<file path="src/design/emb_defines.svh">
// Constants of the external memory bus port
`ifndef EMB_DEFINES_SVH
`define EMB_DEFINES_SVH
`define EMB_CYCLE_PERIODS   6
`define EMB_ALE_PHASE       0
`define EMB_ADDR_PHASE      1
`define EMB_STROBE_PHASE    2
`define EMB_STROBE_END      4
`define EMB_INT_CODE_TOP    16'h1FFF
`define EMB_PORT_RESET      8'hFF
`define EMB_RESET_HOLD_CYC  24
`endif

</file>
<file path="src/design/emb_pkg.sv">
// Types of the external memory bus port
package emb_pkg;
	typedef enum logic [1:0] {
		EMB_IDLE,
		EMB_FETCH,
		EMB_DREAD,
		EMB_DWRITE
	} emb_kind_t;
endpackage

</file>
<file path="src/design/emb_bus_port.sv">
// External memory bus port: multiplexed address/data, strobes, download strap
//
// Behaviour
// - code fetch drives address high byte on port
// - data access drives middle byte, page on low port first
// - low port multiplexes address then data
// - general I/O low port is open drain
// - bus cycles drive ones actively
// - general I/O high port ones pulled weakly
// - latch strobe captures the low address byte, in fetches only
// - latch strobe every six periods in external fetches only
// - program strobe every six periods for external fetches
// - program strobe high for internal execution
// - program strobe low at reset enters download
// - select high: low 8K fetched internally
// - select low: all fetches external
// - write strobe latches low port data
// - read strobe lets memory drive port
`include "emb_defines.svh"
module emb_bus_port
	import emb_pkg::*;
(
	input  wire logic        mclk,
	input  wire logic        reset,
	input  wire logic        clk_en,
	input  wire logic        external_fetch_select,
	input  wire logic        fetch_req,
	input  wire logic [15:0] fetch_addr,
	input  wire logic        data_req,
	input  wire logic        data_write,
	input  wire logic [23:0] data_addr,
	input  wire logic [7:0]  data_wdata,
	input  wire logic [7:0]  low_latch,
	input  wire logic [7:0]  high_latch,
	output logic             req_ready,
	output logic             fetch_internal,
	output logic             rdata_valid,
	output logic [7:0]       rdata,
	output logic             serial_download,
	output logic             address_latch_strobe,
	output logic             program_store_strobe_out,
	output logic             program_store_strobe_oe,
	input  wire logic        program_store_strobe_in,
	output logic             data_store_strobe,
	output logic             data_load_strobe,
	input  wire logic [7:0]  low_bus_port_in,
	output logic [7:0]       low_bus_port_out,
	output logic [7:0]       low_bus_port_oe,
	output logic [7:0]       high_address_port_out,
	output logic [7:0]       high_address_port_oe,
	output logic [7:0]       high_address_port_pull
);
	logic [2:0]  phase;
	emb_kind_t   kind;
	logic [23:0] addr;
	logic [7:0]  wdata;
	logic        strap_taken;
	logic [2:0]  next_phase;
	emb_kind_t   next_kind;
	logic        at_start;
	logic        last_phase;
	logic        fetch_is_int;
	logic        bus_active;
	logic        strobe_win;
	emb_kind_t   start_kind;
	logic        take_data;
	logic        take_fetch;
	logic        capture_read;

	// Pin decodes
	logic        fetch_cycle;
	logic        write_cycle;
	logic        read_cycle;
	logic        addr_window;
	logic        page_window;
	logic        next_ale;
	logic        next_program_store_strobe;
	logic        next_wr;
	logic        next_rd;
	logic [7:0]  next_low_out;
	logic [7:0]  next_low_oe;
	logic [7:0]  next_high_out;
	logic [7:0]  next_high_oe;
	logic [7:0]  next_high_pull;

	// Phase inside an inclusive window
	function automatic logic emb_phase_in(input logic [2:0] p, input logic [2:0] lo,
		input logic [2:0] hi);
		emb_phase_in = (p >= lo) && (p <= hi);
	endfunction

	function automatic logic emb_internal(input logic sel, input logic [15:0] a);
		emb_internal = sel && (a <= `EMB_INT_CODE_TOP);
	endfunction

	assign last_phase   = (phase == 3'(`EMB_CYCLE_PERIODS - 1));
	assign at_start     = (kind == EMB_IDLE) || last_phase;
	// Internal range only with select high; otherwise and above it, external
	assign fetch_is_int = emb_internal(external_fetch_select, fetch_addr);
	assign req_ready    = at_start;
	assign fetch_internal = fetch_is_int;
	assign bus_active   = (kind != EMB_IDLE);
	assign strobe_win   = bus_active
		&& emb_phase_in(phase, 3'(`EMB_STROBE_PHASE), 3'(`EMB_STROBE_END));
	assign next_phase   = last_phase ? 3'h0 : phase + 3'h1;

	// Data requests first; internal fetches make no bus cycle
	assign start_kind = data_req ? (data_write ? EMB_DWRITE : EMB_DREAD)
		: (fetch_req && !fetch_is_int) ? EMB_FETCH
		: EMB_IDLE;
	assign take_data  = at_start && data_req;
	assign take_fetch = at_start && (start_kind == EMB_FETCH);

	always_comb
	begin
		next_kind = kind;
		case (kind)
			EMB_IDLE:
				next_kind = start_kind;
			default:
				if (last_phase)
					next_kind = start_kind;
		endcase
	end

	always_ff @(posedge mclk or posedge reset)
	begin
		if (reset)
		begin
			phase <= 3'h0;
			kind  <= EMB_IDLE;
		end
		else if (clk_en)
		begin
			// Every cycle opens at phase zero, so each lasts six periods
			phase <= at_start ? 3'h0 : next_phase;
			kind  <= next_kind;
		end
	end

	// Address and write data held for the whole cycle
	always_ff @(posedge mclk or posedge reset)
	begin
		if (reset)
		begin
			addr  <= 24'h000000;
			wdata <= 8'h00;
		end
		else if (clk_en)
		begin
			if (take_data)
			begin
				addr  <= data_addr;
				wdata <= data_wdata;
			end
			else if (take_fetch)
				addr <= {8'h00, fetch_addr};
		end
	end

	// Strap sampled on first enabled edge after release
	always_ff @(posedge mclk or posedge reset)
	begin
		if (reset)
		begin
			strap_taken     <= 1'b0;
			serial_download <= 1'b0;
		end
		else if (clk_en && !strap_taken)
		begin
			strap_taken     <= 1'b1;
			serial_download <= !program_store_strobe_in;
		end
	end

	// Read data captured at the end of phase four, one period before the load or program strobe rises
	always_ff @(posedge mclk or posedge reset)
	begin
		if (reset)
		begin
			rdata       <= 8'h00;
			rdata_valid <= 1'b0;
		end
		else if (clk_en)
		begin
			rdata_valid <= 1'b0;
			if (capture_read)
			begin
				rdata       <= low_bus_port_in;
				rdata_valid <= 1'b1;
			end
		end
	end

	assign fetch_cycle  = (kind == EMB_FETCH);
	assign write_cycle  = (kind == EMB_DWRITE);
	assign read_cycle   = (kind == EMB_DREAD);
	assign addr_window  = bus_active && (phase < 3'(`EMB_STROBE_PHASE));
	assign page_window  = bus_active && !fetch_cycle
		&& (phase == 3'(`EMB_ALE_PHASE));
	assign capture_read = (fetch_cycle || read_cycle)
		&& (phase == 3'(`EMB_STROBE_END));

	// Latch pulse in phase zero of a fetch, address launched alongside
	assign next_ale  = fetch_cycle && (phase == 3'(`EMB_ALE_PHASE));
	// Program strobe stays high for internal code and data cycles
	assign next_program_store_strobe = !(fetch_cycle && strobe_win);
	assign next_wr   = !(write_cycle && strobe_win);
	assign next_rd   = !(read_cycle && strobe_win);

	// Low port: page byte, low address, then write data or released
	assign next_low_out = !bus_active ? 8'h00
		: page_window ? addr[23:16]
		: addr_window ? addr[7:0]
		: wdata;
	// Bus cycles drive ones hard; idle pins with latch one float
	assign next_low_oe  = !bus_active ? ~low_latch
		: (addr_window || write_cycle) ? 8'hFF
		: 8'h00;

	// High port: address byte in bus cycles, weak pull-up where latch is one
	assign next_high_out  = bus_active ? addr[15:8] : 8'h00;
	assign next_high_oe   = bus_active ? 8'hFF : ~high_latch;
	assign next_high_pull = bus_active ? 8'h00 : high_latch;

	// Address latch strobe
	always_ff @(posedge mclk or posedge reset)
	begin
		if (reset)
			address_latch_strobe <= 1'b0;
		else if (clk_en)
			address_latch_strobe <= next_ale;
	end

	// Program store strobe
	always_ff @(posedge mclk or posedge reset)
	begin
		if (reset)
			program_store_strobe_out <= 1'b1;
		else if (clk_en)
			program_store_strobe_out <= next_program_store_strobe;
	end

	// Data store strobe
	always_ff @(posedge mclk or posedge reset)
	begin
		if (reset)
			data_store_strobe <= 1'b1;
		else if (clk_en)
			data_store_strobe <= next_wr;
	end

	// Data load strobe
	always_ff @(posedge mclk or posedge reset)
	begin
		if (reset)
			data_load_strobe <= 1'b1;
		else if (clk_en)
			data_load_strobe <= next_rd;
	end

	// Low port output latch
	always_ff @(posedge mclk or posedge reset)
	begin
		if (reset)
			low_bus_port_out <= `EMB_PORT_RESET;
		else if (clk_en)
			low_bus_port_out <= next_low_out;
	end

	// Low port drive enable
	always_ff @(posedge mclk or posedge reset)
	begin
		if (reset)
			low_bus_port_oe <= 8'h00;
		else if (clk_en)
			low_bus_port_oe <= next_low_oe;
	end

	// High port output latch
	always_ff @(posedge mclk or posedge reset)
	begin
		if (reset)
			high_address_port_out <= `EMB_PORT_RESET;
		else if (clk_en)
			high_address_port_out <= next_high_out;
	end

	// High port drive enable
	always_ff @(posedge mclk or posedge reset)
	begin
		if (reset)
			high_address_port_oe <= 8'h00;
		else if (clk_en)
			high_address_port_oe <= next_high_oe;
	end

	// High port weak pull-up request
	always_ff @(posedge mclk or posedge reset)
	begin
		if (reset)
			high_address_port_pull <= 8'h00;
		else if (clk_en)
			high_address_port_pull <= next_high_pull;
	end

	assign program_store_strobe_oe = strap_taken;
endmodule

</file>
<file path="config.mk">
export PLATFORM = sky130hd
export DESIGN_NAME = emb_bus_port
export DESIGN_NICKNAME = d
export VERILOG_FILES = /design/src/design/emb_pkg.sv /design/src/design/emb_bus_port.sv
export VERILOG_INCLUDE_DIRS = /design/src /design/src/design
export SDC_FILE = /design/constraint.sdc
export NUM_CORES = 1
export LEC_CHECK = 0
export BUFFER_PORTS_ARGS = -buffer_cell sky130_fd_sc_hd__buf_2
export CAP_MARGIN = 25
export CORE_UTILIZATION = 35
export DETAILED_ROUTE_END_ITERATION = 8
export SETUP_SLACK_MARGIN = 0.02
export SLEW_MARGIN = 20
export SYNTH_ARGS = -nofsm -noshare
export SYNTH_HDL_FRONTEND = slang
export SYNTH_SLANG_ARGS = --single-unit
</file>
<file path="constraint.sdc">
create_clock -name mclk -period 3.9 [get_ports mclk]
set_input_delay 0.585 -clock mclk [delete_from_list [all_inputs] [get_ports mclk]]
set_output_delay 0.585 -clock mclk [all_outputs]
set_load 0.05 [all_outputs]
</file>
# Word level (Yosys, flattened, before mapping)
# Cells that the tools add are included.
# Widths: inputs -> output; s select.
# word_totals
ff_bits	92
input_bits	80
output_inout_bits	57
elab_cells	82
# classes
magnitude_cmp	4
bitwise_logic	2
n_addsub	1
n_mux	18
n_reduce_logical	34
eq_ne	6
# ops
operator	count
$mux 8	8
$mux 24	2
$le 16x13->1 const B	1
$not 8->8	2
$logic_and 1x1->1	15
$reduce_and 2->1	4
$logic_not 1->1	7
$eq 3x3->1 const B	2
$mux 2	3
$mux 3	2
$reduce_bool 2->1	3
$eq 2x1->1 const B	2
$eq 2x2->1 const B	2
$add 3x1->3 const B	1
$ge 3x2->1 const B	1
$le 3x3->1 const B	1
$logic_not 3->1	1
$logic_or 1x1->1	3
$lt 3x2->1 const B	1
$mux 1	3
$logic_not 2->1	1

# Logic depth before layout (Yosys ltp)
# logic_depth
depth_word	10
depth_mapped	9
ltp_nobuf	6

# Worst setup path after synthesis
# No wires, ideal clock.
# synth_timing
kind	input-to-output
from	input fetch_addr[15]
to	output fetch_internal
setup_slack_ns	1.844
path_buffers	0
path_stages	2
arrival_time_ns	1.471
cell_sequence	or4b_4 inv_1
# synth_via
elab_chain_len	2
# synth_rtl
element	line_no	source
start: declaration	emb_bus_port.sv:28	input wire logic [15:0] fetch_addr,
$le 16x13->1 (no source line)	--	
$logic_and 1x1->1	emb_bus_port.sv:93	emb_internal = sel && (a <= `EMB_INT_CODE_TOP);
end: declaration	emb_bus_port.sv:36	output logic fetch_internal,
# No other way between the ends.

# Worst setup path in the final report
# layout_timing
from	register kind[0]
to	register addr[14]
# layout_via
elab_chain_len	5
word_cells_on_any_way	7
cone_classes	mux (1); reduce/logical (6)
# layout_rtl
element	line_no	source
start: declaration	emb_bus_port.sv:54	emb_kind_t kind;
start signal: assignment	emb_bus_port.sv:137	kind <= next_kind;
$logic_not 2->1 *	emb_bus_port.sv:97	assign at_start = (kind == EMB_IDLE) || last_phase;
$logic_or 1x1->1 *	emb_bus_port.sv:97	
$logic_and 1x1->1, on equally long branches	emb_bus_port.sv:111, emb_bus_port.sv:112	
$reduce_bool 2->1 (no source line)	--	
$reduce_and 2->1 (no source line)	--	
end signal: assignment	emb_bus_port.sv:153	addr <= data_addr;
end signal: assignment	emb_bus_port.sv:157	addr <= {8'h00, fetch_addr};
end: declaration	emb_bus_port.sv:55	logic [23:0] addr;
# Mark *: on every way between the ends. The rest lies on a longest branch, timed or not.
# A chain may end at the register's enable or synchronous reset.

==> results.toml <==
[worst_setup_path]
slowest_stage = "a31oi_2"
cp_cell_sequence = "inv_1 -> ha_1 -> and2_1 -> a31oi_2 -> or2_1 -> o21ai_0"
cp-start-kind = "flip-flop"
crit_path_start = "kind[0]$_DFFE_PP0P_"
crit_fanout = 24
slowest_delay_ns = 0.75
critPathRequiredTime_ns = 4.11
crit_type = "flip-flop to flip-flop"
critical_path.top_delay_family = "simple AND/OR/NAND/NOR gates"
endpoint_kind = "flip-flop"
cp.buffers_inverters = 1
worstPathArrival_ns = 3.20
r2r_start = "kind[0]$_DFFE_PP0P_"

[global_route]
grt_max_degree = 84
grt_pass1_vias = 2840
grt_overflow = 0
grt_pass1_wl_um = 14200
grt.total_usage_pct = 16.1
antenna_found_initial = 0

[logic_synthesis]
ys_ff_latch = 92
synth.cell_area_um2 = 3930
syn_inst = 325
synth_edf_count = 0
post_synth_num_cell_types = 39
synth_top_area_share_pct = 46.5
synth_ff_type = "dfrtp_1"
synth_area_leader_cell = "dfrtp_1"
ys_seq_area_share_pct = 59.1
synth_area_leaders = "dfrtp_1, dfstp_2, mux2i_1"
synth_nets = 409
async_flop_share_pct = 100
yosys_warnings = 0
avgSynthCellArea_um2 = 12.1

[placement]
hpwl_um = 6330
placed_area_um2 = 4700
placedCellCount = 584
port_buffers = 136
place_congestion = 0.720

[layout]
fin_area_um2 = 4940
layout-drive-gt1-share_pct = 43.0
final_cells = 600
fin_nets = 539
n_antenna_cell = 0
mostFrequentLayoutCell = "buf_2"
area_growth_pct = 25.7
mostFrequentLayoutCells = "buf_2, dfrtp_1, o21ai_0"

[routing]
avgRoutedWirePerCell_um = 15.0
postRouteWirelength_um = 9000
drtIter0Drc = 133
drtPass1Iterations = 4
route.vias.total = 2936
vias_per_cell = 4.89
ant_nets = 0
drc = 0

[clock_network]
tritoncts = "built"
clock-sinks = 92
htree_levels = 3
postCtsHoldBufs = 0
clockBufferDepth = 2
cts_buffers = 9
cts_resized = 0
cts.reportedPaths.clkPinSlew_ns = 0.09
post_cts_buffers = 0
clk_latency_ns = 0.36
root_buffer = "clkbuf_8"

[flow_run]
drv_cap = 0

[sta]
slew_violations = 0
fin_setup_tns_ns = 0
hold_viol = 0
period_share_pct = 76.7
final.min_clock_period_ns = 2.99
relSlewSlack_pct = 41.1
setup_violations = 0
finClkSkew_ns = 0.00875
rsz0062_at_grt = "no"
fmaxAchievable_mhz = 334
tightest_slew_ns = 0.881

[pwr]
peakVddDrop_mv = 0.374
p_leak_uw = 0.00241
powerDensity_nw_per_um2 = 856

[die]
pin_count = 137
initial_core_util_pct = 36.1
core_um2 = 10900
die_area_um2 = 11700
fp-row-count = 38
die_h_um = 108
die_x_um = 108

[hold_path]
hold_class = "input port to asynchronous set/reset pin"

[run_status]
status = "finished, final reports clean"
## layer usage
layer  vias up  global-route usage (%)  share of wire (%)
li1       1414                       -                  -
met1      1430                    20.9                 45
met2        88                    26.3                 49
met3         4                    4.64                5.0
met4         0                    4.40               0.38
met5         -                       0                  0
## sequential cells by signal (all words and copies together), names as in the netlist, 3 cells and up
| register | count |
|---|---|
| high_address_port_pull | 8 |
| high_address_port_oe | 8 |
| rdata | 8 |
| high_address_port_out | 8 |
| phase | 3 |
| low_bus_port_oe | 8 |
| wdata | 8 |
| addr | 24 |
| low_bus_port_out | 8 |
## kinds of logic after synthesis
kind of cell    Yosys count  synth area share (%)
flops                    92                  59.1
compound gates          114                  19.0
fa+ha+maj                 4                  1.27
simple gates             39                  5.35
buf+inv                  35                  4.30
mux                      41                  10.9
## layout make-up
| type | instances | area (um^2) |
|---|---|---|
| multi-input combinational | 198 | 1440 |
| clock buffer | 9 | 124 |
| tap | 140 | 175 |
| clock inverter | 7 | 114 |
| timing repair buffer | 140 | 711 |
| sequential | 92 | 2330 |
| inverter | 14 | 57.6 |
| fill | 1080 | 5940 |
## path summary, 6_finish.rpt
check / to / slack (ns) / depth (start not counted)
max: addr[14]$_DFFE_PP0P_ / 0.91 / 6
min reg2reg: rdata_valid$_DFFE_PP0P_ / 0.48 / 1
max in group asynchronous: low_bus_port_out[5]$_DFFE_PP1P_ / 2.83 / 3
min in group mclk: serial_download$_DFFE_PP0P_ / 0.40 / 2
max reg2reg: addr[14]$_DFFE_PP0P_ / 0.91 / 6
min: rdata[4]$_DFFE_PP0P_ / 0.37 / 2
## stage by stage
stage | setup WS, ns | util [%] | hold slack [ns] | power (uW)
after CTS | 0.869 | 45.4 | 0.386 | 4290
after floorplan | 0.954 | - | 0.459 | 3070
after global routing | 0.527 | 45.4 | 0.368 | 4490
final | 0.907 | 45.4 | 0.368 | 4230
after detailed placement | 0.908 | 43.2 | 0.468 | 3520
after global placement | 1.01 | 43.2 | 0.456 | 3470
## synthesized netlist by cell type (all sizes together) (4+ instances only)
master and number:
nor2b 12, a21oi 13, nand2 8, ha 4, mux2i 25, dfstp 19
a21o 11, o21ai 51, nor2 10, dfrtp 73, a22o 16, o22a 8
mux2 16, inv 14, o21a 8, buf 11, clkbuf 10
## power by group
group	internal [uW]	switching, uW
Sequential	1390	217
Combinational	578	1290
Clock	425	335
Total	2390	1840
Power figures use the tool's default switching activity.
